File: src/hw/hsc_pkg.sv
package hsc_pkg;

   // ******************************************************************
   // Register map.
   // ******************************************************************
   localparam int ADDR_W = 16;
   localparam logic [15:0] ADDR_CLOCK_MODE = 16'h4EE8;
   localparam logic [15:0] ADDR_SYNC_MASK = 16'hC030;
   localparam logic [15:0] ADDR_COMMAND = 16'h0064;
   localparam logic [15:0] ADDR_RATE = 16'h0100;
   localparam logic [15:0] ADDR_STATUS = 16'h0104;

   // ******************************************************************
   // Command bits of the card_command register.
   // ******************************************************************
   localparam int CMD_BIT_RESET = 0;
   localparam int CMD_BIT_SETUP = 1;
   localparam int CMD_BIT_START = 2;
   localparam int CMD_BIT_ARM = 3;
   localparam int CMD_BIT_FORCE = 4;
   localparam int CMD_BIT_DISARM = 5;
   localparam int CMD_BIT_STOP = 6;
   localparam int CMD_BIT_WAIT = 14;
   localparam int PEND_W = 8;
   localparam int PEND_WAIT = 7;

   // Codes sent to the member cards, same values as the command bits.
   localparam logic [7:0] MCODE_NONE = 8'h00;
   localparam logic [7:0] MCODE_RESET = 8'h01;
   localparam logic [7:0] MCODE_SETUP = 8'h02;
   localparam logic [7:0] MCODE_START = 8'h04;
   localparam logic [7:0] MCODE_STOP = 8'h40;

   // ******************************************************************
   // Field values, reset values and status layout.
   // ******************************************************************
   localparam logic [31:0] CLK_MODE_HUB_DIRECT = 32'h0000_0080;
   localparam logic [31:0] CLK_MODE_RST = 32'h0000_0001;
   localparam logic [31:0] SYNC_MASK_RST = 32'h0000_0001;
   localparam logic [15:0] RATE_DIV_RST = 16'h0001;
   localparam logic [15:0] RATE_DIV_MIN = 16'h0001;
   localparam int ST_BIT_RUNNING = 0;
   localparam int ST_BIT_ARMED = 1;
   localparam int ST_BIT_DIRTY = 2;
   localparam int ST_BIT_BUSY = 3;
   localparam int ST_BIT_WAITING = 4;
   localparam int ST_BIT_SETUP_ERR = 5;
   localparam int ST_BIT_CFG_REFUSED = 6;
   localparam int ST_BIT_DIRECT = 7;

   // Run state of the group.
   typedef enum logic [1:0] {
      ST_IDLE = 2'b01,
      ST_RUN = 2'b10
   } hsc_run_e;

endpackage

File: src/hw/hsc_member_fanout.sv
`timescale 1ns/10ps
module hsc_member_fanout #(
   parameter int N_MEMBERS = 16,
   parameter int HUB_IDX = 0
) (
   input wire logic clk,
   input wire logic rst_n,
   input wire logic [N_MEMBERS-1:0] mask,
   input wire logic strobe,
   input wire logic [7:0] code,
   input wire logic [N_MEMBERS-1:0] ready_pin,
   output logic [7:0] code_out,
   output logic [N_MEMBERS-1:0] valid_out,
   output logic group_ok
);
   import hsc_pkg::*;

   logic [N_MEMBERS-1:0] ready_meta;
   logic [N_MEMBERS-1:0] ready_sync;
   logic [N_MEMBERS-1:0] next_valid;
   logic [7:0] next_code;

   // ******************************************************************
   // Per member: ready synchroniser and gated command strobe.
   // ******************************************************************
   genvar gi;
   generate
      for (gi = 0; gi < N_MEMBERS; gi++)
      begin : g_member
         // Only members selected in the mask receive the command.
         always_comb
         begin
            next_valid[gi] = strobe & mask[gi];
         end

         // Two stages before the ready level is used.
         always_ff @(posedge clk)
         begin
            if (!rst_n)
            begin
               ready_meta[gi] <= 1'b0;
               ready_sync[gi] <= 1'b0;
               valid_out[gi] <= 1'b0;
            end
            else
            begin
               ready_meta[gi] <= ready_pin[gi];
               ready_sync[gi] <= ready_meta[gi];
               valid_out[gi] <= next_valid[gi];
            end
         end
      end
   endgenerate

   // Code is held stable between strobes.
   always_comb
   begin
      next_code = strobe ? code : code_out;
   end

   always_ff @(posedge clk)
   begin
      if (!rst_n)
      begin
         code_out <= MCODE_NONE;
         group_ok <= 1'b0;
      end
      else
      begin
         code_out <= next_code;
         // Group is sound when the carrier is masked and every masked member is ready.
         group_ok <= mask[HUB_IDX] & (&(ready_sync | ~mask));
      end
   end

endmodule

File: src/hw/hsc_dispatch.sv
// Operation
// - A reset command fully resets the card and all its run state.
// - Apply-setup loads pending configuration into hardware without starting a run.
// - Start first loads changed configuration, then starts the run.
// - Configuration writes are refused while a run is active.
// - Trigger-arm enables detection, with start or in a later write.
// - Force command produces an immediate trigger event during a run.
// - Disarm disables detection; trigger input edges are ignored until re-armed, force still fires.
// - Every start begins with trigger detection disabled.
// - Stop ends the current run; without a run it changes nothing.
// - Hub checks group setup and forwards commands to all masked members in order.
// - Wait completes when the carrier card reaches the state, regardless of others.
// - Clock mode value 128 selects the hub clock as external sample clock.
// - Requested divided rate is adjusted to the nearest achievable value.
// - Sync member mask holds one bit per member; only set bits join runs.
`timescale 1ns/10ps
module hsc_dispatch #(
   parameter int N_MEMBERS = 16,
   parameter int HUB_IDX = 0,
   parameter logic [15:0] RATE_DIV_MAX = 16'h0400
) (
   input wire logic CORE_CLK,
   input wire logic RST_N,
   input wire logic REG_WR,
   input wire logic REG_RD,
   input wire logic [hsc_pkg::ADDR_W-1:0] REG_ADDR,
   input wire logic [31:0] REG_WDATA,
   output logic [31:0] REG_RDATA,
   input wire logic TRIG_IN,
   input wire logic RUN_DONE,
   input wire logic [N_MEMBERS-1:0] MEMBER_READY,
   output logic [7:0] MEMBER_CMD_CODE,
   output logic [N_MEMBERS-1:0] MEMBER_CMD_VALID,
   output logic CMD_BUSY,
   output logic RUNNING,
   output logic TRIG_ARMED,
   output logic TRIG_EVENT,
   output logic WAIT_DONE,
   output logic SAMPLE_CLK_DIRECT,
   output logic [15:0] SAMPLE_DIV
);
   import hsc_pkg::*;

   hsc_run_e state, next_state;
   logic [PEND_W-1:0] pend, next_pend;
   logic armed, next_armed;
   logic dirty, next_dirty;
   logic waiting, next_waiting;
   logic setup_err, next_setup_err;
   logic cfg_refused, next_cfg_refused;
   logic [31:0] clk_mode, next_clk_mode;
   logic [N_MEMBERS-1:0] sync_mask, next_sync_mask;
   logic [15:0] rate_div, next_rate_div;
   logic [31:0] next_rdata;
   logic next_trig_event, next_wait_done;
   logic fan_strobe, group_ok;
   logic [7:0] fan_code;
   logic trig_meta, trig_sync, trig_prev;
   logic running, cmd_wr, cfg_wr;
   logic [31:0] status_word;

   assign running = (state == ST_RUN);
   assign cmd_wr = REG_WR && (REG_ADDR == ADDR_COMMAND);
   assign cfg_wr = REG_WR && ((REG_ADDR == ADDR_CLOCK_MODE) || (REG_ADDR == ADDR_SYNC_MASK)
                              || (REG_ADDR == ADDR_RATE));

   // ******************************************************************
   // Member fan-out.
   // ******************************************************************
   // Forwards each group command to the masked members and checks readiness.
   hsc_member_fanout #(
      .N_MEMBERS(N_MEMBERS),
      .HUB_IDX(HUB_IDX)
   ) u_fanout (
      .clk(CORE_CLK),
      .rst_n(RST_N),
      .mask(sync_mask),
      .strobe(fan_strobe),
      .code(fan_code),
      .ready_pin(MEMBER_READY),
      .code_out(MEMBER_CMD_CODE),
      .valid_out(MEMBER_CMD_VALID),
      .group_ok(group_ok)
   );

   // Status word shown on reads of the status register.
   always_comb
   begin
      status_word = 32'h0000_0000;
      status_word[ST_BIT_RUNNING] = running;
      status_word[ST_BIT_ARMED] = armed;
      status_word[ST_BIT_DIRTY] = dirty;
      status_word[ST_BIT_BUSY] = |pend;
      status_word[ST_BIT_WAITING] = waiting;
      status_word[ST_BIT_SETUP_ERR] = setup_err;
      status_word[ST_BIT_CFG_REFUSED] = cfg_refused;
      status_word[ST_BIT_DIRECT] = SAMPLE_CLK_DIRECT;
   end

   // ******************************************************************
   // Command sequencer and register file.
   // ******************************************************************
   // Pending command bits are executed one per cycle in fixed order.
   always_comb
   begin
      next_state = state;
      next_pend = pend;
      next_armed = armed;
      next_dirty = dirty;
      next_waiting = waiting;
      next_setup_err = setup_err;
      next_cfg_refused = cfg_refused;
      next_clk_mode = clk_mode;
      next_sync_mask = sync_mask;
      next_rate_div = rate_div;
      next_trig_event = 1'b0;
      next_wait_done = 1'b0;
      fan_strobe = 1'b0;
      fan_code = MCODE_NONE;
      next_rdata = 32'h0000_0000;

      // Register reads; unmapped and write-only addresses read zero.
      if (REG_RD)
      begin
         case (REG_ADDR)
            ADDR_CLOCK_MODE: next_rdata = clk_mode;
            ADDR_SYNC_MASK: next_rdata = 32'(sync_mask);
            ADDR_RATE: next_rdata = {16'h0000, rate_div};
            ADDR_STATUS: next_rdata = status_word;
            default: next_rdata = 32'h0000_0000;
         endcase
      end

      // Setup error and refusal flags clear on writing one; a new event below wins.
      if (REG_WR && (REG_ADDR == ADDR_STATUS))
      begin
         if (REG_WDATA[ST_BIT_SETUP_ERR])
            next_setup_err = 1'b0;
         if (REG_WDATA[ST_BIT_CFG_REFUSED])
            next_cfg_refused = 1'b0;
      end

      if (cfg_wr && running)
         next_cfg_refused = 1'b1;
      else if (cfg_wr)
      begin
         next_dirty = 1'b1;
         case (REG_ADDR)
            ADDR_CLOCK_MODE: next_clk_mode = REG_WDATA;
            ADDR_SYNC_MASK: next_sync_mask = REG_WDATA[N_MEMBERS-1:0];
            default:
            begin
               if (REG_WDATA[31:16] != 16'h0000 || REG_WDATA[15:0] > RATE_DIV_MAX)
                  next_rate_div = RATE_DIV_MAX;
               else if (REG_WDATA[15:0] < RATE_DIV_MIN)
                  next_rate_div = RATE_DIV_MIN;
               else
                  next_rate_div = REG_WDATA[15:0];
            end
         endcase
      end

      // A command write is latched only while no earlier one is pending.
      if (cmd_wr && (pend == '0))
         next_pend = {REG_WDATA[CMD_BIT_WAIT], REG_WDATA[CMD_BIT_STOP:CMD_BIT_RESET]};

      if (pend[CMD_BIT_RESET])
      begin
         next_state = ST_IDLE;
         next_pend = '0;
         next_armed = 1'b0;
         next_dirty = 1'b1;
         next_waiting = 1'b0;
         next_setup_err = 1'b0;
         next_cfg_refused = 1'b0;
         next_clk_mode = CLK_MODE_RST;
         next_sync_mask = SYNC_MASK_RST[N_MEMBERS-1:0];
         next_rate_div = RATE_DIV_RST;
         fan_strobe = 1'b1;
         fan_code = MCODE_RESET;
      end
      else if (pend[CMD_BIT_SETUP])
      begin
         next_pend[CMD_BIT_SETUP] = 1'b0;
         if (!running)
         begin
            next_dirty = cfg_wr;
            fan_strobe = 1'b1;
            fan_code = MCODE_SETUP;
         end
      end
      else if (pend[CMD_BIT_START])
      begin
         if (running)
            next_pend[CMD_BIT_START] = 1'b0;
         else if (!group_ok || !sync_mask[HUB_IDX])
         begin
            next_pend[CMD_BIT_START] = 1'b0;
            next_setup_err = 1'b1;
         end
         else if (dirty)
         begin
            next_dirty = cfg_wr;
            fan_strobe = 1'b1;
            fan_code = MCODE_SETUP;
         end
         else
         begin
            next_pend[CMD_BIT_START] = 1'b0;
            next_state = ST_RUN;
            next_armed = 1'b0;
            fan_strobe = 1'b1;
            fan_code = MCODE_START;
         end
      end
      else if (pend[CMD_BIT_ARM])
      begin
         next_pend[CMD_BIT_ARM] = 1'b0;
         next_armed = running;
      end
      else if (pend[CMD_BIT_FORCE])
      begin
         next_pend[CMD_BIT_FORCE] = 1'b0;
         next_trig_event = running;
      end
      else if (pend[CMD_BIT_DISARM])
      begin
         next_pend[CMD_BIT_DISARM] = 1'b0;
         next_armed = 1'b0;
      end
      else if (pend[CMD_BIT_STOP])
      begin
         next_pend[CMD_BIT_STOP] = 1'b0;
         if (running)
         begin
            next_state = ST_IDLE;
            next_armed = 1'b0;
            fan_strobe = 1'b1;
            fan_code = MCODE_STOP;
         end
      end
      else if (pend[PEND_WAIT])
      begin
         next_pend[PEND_WAIT] = 1'b0;
         next_waiting = running;
         next_wait_done = !running;
      end

      if (running && armed && trig_sync && !trig_prev)
         next_trig_event = 1'b1;

      if (running && RUN_DONE && !pend[CMD_BIT_RESET] && !pend[CMD_BIT_STOP])
      begin
         next_state = ST_IDLE;
         next_armed = 1'b0;
         next_waiting = 1'b0;
         next_wait_done = waiting;
      end
   end

   // Registers of the sequencer, the register file, the trigger synchroniser and the outputs.
   always_ff @(posedge CORE_CLK)
   begin
      if (!RST_N)
      begin
         state <= ST_IDLE;
         pend <= '0;
         armed <= 1'b0;
         dirty <= 1'b1;
         waiting <= 1'b0;
         setup_err <= 1'b0;
         cfg_refused <= 1'b0;
         clk_mode <= CLK_MODE_RST;
         sync_mask <= SYNC_MASK_RST[N_MEMBERS-1:0];
         rate_div <= RATE_DIV_RST;
         REG_RDATA <= 32'h0000_0000;
         TRIG_EVENT <= 1'b0;
         WAIT_DONE <= 1'b0;
         trig_meta <= 1'b0;
         trig_sync <= 1'b0;
         trig_prev <= 1'b0;
         CMD_BUSY <= 1'b0;
         RUNNING <= 1'b0;
         TRIG_ARMED <= 1'b0;
         SAMPLE_CLK_DIRECT <= 1'b0;
         SAMPLE_DIV <= RATE_DIV_RST;
      end
      else
      begin
         state <= next_state;
         pend <= next_pend;
         armed <= next_armed;
         dirty <= next_dirty;
         waiting <= next_waiting;
         setup_err <= next_setup_err;
         cfg_refused <= next_cfg_refused;
         clk_mode <= next_clk_mode;
         sync_mask <= next_sync_mask;
         rate_div <= next_rate_div;
         REG_RDATA <= next_rdata;
         TRIG_EVENT <= next_trig_event;
         WAIT_DONE <= next_wait_done;
         trig_meta <= TRIG_IN;
         trig_sync <= trig_meta;
         trig_prev <= trig_sync;
         CMD_BUSY <= |next_pend;
         RUNNING <= (next_state == ST_RUN);
         TRIG_ARMED <= next_armed;
         SAMPLE_CLK_DIRECT <= (next_clk_mode == CLK_MODE_HUB_DIRECT);
         SAMPLE_DIV <= next_rate_div;
      end
   end

endmodule

File: config.mk
export PLATFORM = sky130hd
export DESIGN_NAME = hsc_dispatch
export DESIGN_NICKNAME = d
export VERILOG_FILES = /design/src/hw/hsc_pkg.sv /design/src/hw/hsc_member_fanout.sv /design/src/hw/hsc_dispatch.sv
export SDC_FILE = /design/constraint.sdc
export NUM_CORES = 1
export LEC_CHECK = 0
export BUFFER_PORTS_ARGS = -buffer_cell sky130_fd_sc_hd__buf_4
export CAP_MARGIN = 0
export CORE_MARGIN = 2
export CORE_UTILIZATION = 48
export CTS_CLUSTER_SIZE = 16
export DETAILED_ROUTE_END_ITERATION = 7
export PLACE_DENSITY = 0.75
export SKIP_LAST_GASP = 1
export SYNTH_ARGS = -nofsm -noshare
export SYNTH_HDL_FRONTEND = slang
export SYNTH_SLANG_ARGS = --single-unit
File: constraint.sdc
create_clock -name CORE_CLK -period 2.1 [get_ports CORE_CLK]
set_clock_uncertainty 0.05 [all_clocks]
set_input_delay 0.105 -clock CORE_CLK [delete_from_list [all_inputs] [get_ports CORE_CLK]]
set_output_delay 0.105 -clock CORE_CLK [all_outputs]
set_load 0.01 [all_outputs]
# [Yosys cells after proc, flatten, opt, wreduce, memory -nomap -nowiden]
# Cells that the tools add are included.
[totals] elab_cells=252 in_bits=70 reg_bits=176 out_inout_bits=78
[op_classes] order_cmp=2 n_bitwise=28 mux=102 n_reduce_logical=39 eq_ne=12
[op_table] cell="$mux 32" count=4
[op_table] cell="$pmux 32 s4" count=1
[op_table] cell="$mux 1" count=64
[op_table] cell="$mux 8" count=8
[op_table] cell="$eq 16x9->1 const B" count=2
[op_table] cell="$eq 32x8->1 const B" count=1
[op_table] cell="$mux 16" count=2
[op_table] cell="$mux 2" count=14
[op_table] cell="$and 1x1->1" count=17
[op_table] cell="$eq 16x15->1 const B" count=1
[op_table] cell="$eq 16x16->1 const B" count=1
[op_table] cell="$eq 16x7->1 const B" count=1
[op_table] cell="$gt 16x11->1 const B" count=1
[op_table] cell="$lt 16x1->1 const B" count=1
[op_table] cell="$not 16->16" count=1
[op_table] cell="$or 16x16->16" count=1
[op_table] cell="$reduce_and 16->1" count=1
[op_table] cell="$reduce_bool 16->1" count=1
[op_table] cell="$reduce_or 8->1" count=2
[op_table] cell="$mux 7" count=2
[op_table] cell="$reduce_and 7->1" count=2
[op_table] cell="$mux 3" count=4
[op_table] cell="$logic_and 1x1->1" count=11
[op_table] cell="$not 1->1" count=9
[op_table] cell="15 further kinds" count=31

# [Logic depth before layout (Yosys ltp)]
[logic_depth] depth_word=13 depth_mapped=8 depth_no_buf=5

# [By module]
# Synthesis repeated with hierarchy kept, for this count alone.
[unflattened] hier_cells=695 hier_area_um2=6565.0
[by_module_without_submodules] mod="hsc_dispatch" area_per_inst_um2=4812.1 instances=1 cells_each=540
[by_module_without_submodules] mod="hsc_member_fanout" area_per_inst_um2=1752.9 instances=1 cells_each=155

# [Worst setup path after synthesis]
# OpenSTA, ideal clock, no wires.
[synth_timing] path_kind="register to register" startpoint="reg pend[1]" endpoint="reg CMD_BUSY" stages_incl_launch_ff=6 setup_ns=0.133 path_buffers=0 t_arrival_ns=1.819 slack_ns=0.098 required_ns=1.917 path_cell_list="dfxtp_1 -> or4_4 -> nor4b_1 -> o2111ai_1 -> o21ai_1 -> a31oi_1"
[synth_via] elab_chain_len=12 elab_cells_between_ends=22 classes_between="mux: 19; reduce/logical: 3"
[synth_rtl] item="from (decl)" line="hsc_dispatch.sv:45" text="logic [PEND_W-1:0] pend, next_pend;"
[synth_rtl] item="from (signal assigned)" line="hsc_dispatch.sv:291" text="pend <= next_pend;"
[synth_rtl] item="$logic_not 8->1" line="hsc_dispatch.sv:164" text="if (cmd_wr && (pend == '0))"
[synth_rtl] item="$logic_and 1x1->1" line="hsc_dispatch.sv:164"
[synth_rtl] item="$mux 8" line="hsc_dispatch.sv:164"
[synth_rtl] item="$mux 1" line="hsc_dispatch.sv:242" text="else if (pend[PEND_WAIT])"
[synth_rtl] item="$mux 1" line="hsc_dispatch.sv:231" text="else if (pend[CMD_BIT_STOP])"
[synth_rtl] item="$mux 2" line="hsc_dispatch.sv:226" text="else if (pend[CMD_BIT_DISARM])"
[synth_rtl] item="$mux 3" line="hsc_dispatch.sv:221" text="else if (pend[CMD_BIT_FORCE])"
[synth_rtl] item="$mux 4" line="hsc_dispatch.sv:216" text="else if (pend[CMD_BIT_ARM])"
[synth_rtl] item="$mux 5" line="hsc_dispatch.sv:192" text="else if (pend[CMD_BIT_START])"
[synth_rtl] item="$mux 6" line="hsc_dispatch.sv:182" text="else if (pend[CMD_BIT_SETUP])"
[synth_rtl] item="$mux 7" line="hsc_dispatch.sv:167" text="if (pend[CMD_BIT_RESET])"
[synth_rtl] item="$reduce_or 8->1 (*)" line="hsc_dispatch.sv:306" text="CMD_BUSY <= |next_pend;"
[synth_rtl] item="to (signal assigned)" line="hsc_dispatch.sv:306"
[synth_rtl] item="to (decl)" line="hsc_dispatch.sv:34" text="output logic CMD_BUSY,"
# Mark *: on every way between the ends. The rest lies on a longest branch, timed or not.
# A chain may end at the register's enable or synchronous reset.

# [Worst setup path after layout]
# Ends and elaborated chain as after synthesis.

==> results.yml <==
sta:
  worst_slew_pin_slew_ns: 0.604
  finalSetupTns_ns: 0
  finalHoldViolCount: 0
  fin_crit_sh_pct: 93.4
  fin_crit_ns: 1.96
  slew_headroom_pct: 59.2
  setup_viol: 0
  rsz0062_at_grt: "false"
  fmax_mhz: 510
  drv_slew: 0
yosys:
  synth_cell_types: 61
  synth_area_sq_um: 6260
  ys_warn_count: 0
  ys_ff_latch: 172
  synthFlopType: "dfxtp_1"
  ys_async_sr_fraction_pct: 0
  avgSynthCellArea_sq_um: 9.53
  synth-edff-count: 0
  ys_seq_area_share_pct: 55.0
  synthCells: 657
cts:
  clock-sinks: 172
  cts_root_buf: "clkbuf_16"
  numCtsBuffers: 17
  clock_path_buffers: 2
  cts.clk_slew.worst_paths_ns: 0.06
  insertion_delay_ns: 0.43
  postCtsSetupBuffers: 0
  htreeDepth: 4
  tritoncts: "yes"
final_layout:
  layout_common_cells: "dfxtp_1, buf_4, nand2_1, a21oi_1, and2_1"
  layout_commonest_cell: "dfxtp_1"
  nFillCells: 957
  diodes: 0
  layout.nets: 934
  multi_input_area_sq_um: 2590
  syn2layout_area_growth_pct: 40.0
  layout-drive-gt1-share_pct: 24.7
  regArea_sq_um: 3440
  final_util_pct: 69.1
global_route:
  first_global_vias: 5562
  grt_pass1_wl_um: 28800
  grt-ovfl-total: 0
  grt_max_degree: 39
  track_usage_pct: 26.3
  antenna_found_initial: 0
routing:
  wl_per_cell_um: 17.5
  drt-vias-per-instance: 5.52
  via_count: 5795
  wl_um: 18400
  antenna_left: 0
  first_iter_violations: 627
  first_pass_iters: 7
  drcViolationCount: 0
die:
  dieArea_sq_um: 14000
  fp.coreArea_sq_um: 12700
  die-height_um: 118
  rows: 41
  start_util_pct: 49.4
  io-pin-count: 148
  die_w_um: 118
worst_setup_path:
  crit_path_end_kind: "flip-flop"
  crit_type: "reg -> reg"
  critPathMaxFanout: 8
  cp-start-kind: "flip-flop"
  crit_required_ns: 2.41
  arrival_ns: 2.27
hold_path:
  hp-class: "in -> reg"
place:
  io_buffers: 143
  dp_hpwl_um: 12700
  place_congestion: 1.06
power:
  power.total_mw: 6.79
  leakage_nw: 3.60
  powerDensity_nw_per_um2: 775
  vdd_drop_max_v: 0.000545
status:
  status: "finished, final reports clean"
run:
  drv_cap: 0
path summary, 6_finish.rpt:
kind,from,endpoint,cells after the start,slack (ns)
min,RUN_DONE,WAIT_DONE$_SDFF_PN0_,4,0.05
max reg2reg,pend[1]$_SDFF_PN0_,CMD_BUSY$_SDFF_PN0_,5,0.14
min reg2reg,u_fanout.ready_meta[14]$_SDFF_PN0_,u_fanout.ready_sync[14]$_SDFF_PN0_,1,0.38
max,pend[1]$_SDFF_PN0_,CMD_BUSY$_SDFF_PN0_,5,0.14
final cells by class:
cell class / instances / area share, %
well taps: 172 / 2.46
multi-input cells: 428 / 29.6
flip-flops and latches: 172 / 39.3
inverters: 21 / 0.900
clock buffers: 20 / 5.10
clock inverters: 12 / 1.73
repair buffers: 224 / 20.9
sequential cells by signal (all words and copies together) (netlist names), named ones only:
signal and count:
rate_div 16, u_fanout.ready_meta 16, sync_mask 16, cfg_refused 1, setup_err 1, u_fanout.valid_out 16, RUNNING 1, trig_sync 1
armed 1, WAIT_DONE 1, CMD_BUSY 1, REG_RDATA 32, pend 8, u_fanout.group_ok 1, SAMPLE_CLK_DIRECT 1, trig_meta 1
trig_prev 1, state 2, clk_mode 32, u_fanout.code_out 4, TRIG_EVENT 1, u_fanout.ready_sync 16, waiting 1
kinds of logic (layout without fill, tap and decap cells):
kind of cell    Yosys count  count (layout)  share of synthesized area (%)
other cells               1               4                         0.0599
buf+inv                  60             277                           4.20
mux                      17              17                           2.72
flops                   172             172                           55.0
fa+ha+maj                 1               1                          0.160
compound gates          122             122                           13.2
simple gates            284             284                           24.7
layer usage:
metal / part of all wire, % / wire (um) / GRT usage [%] / vias up
met2: 48 / 8890 / 42.7 / 344
met1: 39 / 7240 / 32.0 / 2667
li1: - / - / - / 2732
met4: 3.7 / 688 / 14.8 / 0
met5: 0 / 0 / 0 / -
met3: 8.5 / 1550 / 6.47 / 52
critical path, cell delays in order (launching register included):
cell,delay [ns]
dfxtp_1,0.31
or4_4,0.59
nand2b_1,0.24
nor4_4,0.37
o21ai_1,0.15
a31oi_1,0.18
through the flow:
stage,area (sq um),instances,hold slack [ns],worst slack (ns)
after floorplan,6270,660,0.180,0.0978
after global placement,7640,966,0.264,0.130
after detailed placement,7640,966,0.266,0.0524
after CTS,8750,1049,0.0456,0.0918
after global routing,8760,1049,0.0956,0.0502
final,8760,1049,0.0536,0.139
timing repair:
item | 4_1_cts | 5_1_grt
hold buffers | 51 | 0
hold endpoints to repair | 86 | 0
endpoints found under the setup margin | 0 | 5
gates resized for setup | 0 | 1
cell usage after synthesis (all sizes together) (6+ instances only):
| cell type | count | area (sq um) |
|---|---|---|
| buf | 16 | 97.6 |
| dfxtp | 172 | 3440 |
| a22o | 9 | 78.8 |
| nand4 | 6 | 37.5 |
| nand2 | 83 | 312 |
| o21ai | 7 | 35.0 |
| mux2i | 17 | 170 |
| a21oi | 53 | 265 |
| and2 | 52 | 325 |
| a22oi | 19 | 143 |
| a222oi | 9 | 90.1 |
| inv | 21 | 78.8 |
| nor3 | 7 | 40.0 |
| nor2 | 44 | 165 |
| nor4 | 21 | 153 |
| and3 | 25 | 156 |
| or4 | 9 | 75.1 |
| clkbuf | 23 | 86.3 |
| nand3 | 6 | 30.0 |
where the power goes:
group / leakage, nW / switching (mW) / internal, mW
combinational: 1.92 / 0.150 / 0.186
sequential: 1.39 / 0.00687 / 3.29
clock: 0.290 / 1.33 / 1.82
Power figures use the tool's default switching activity.
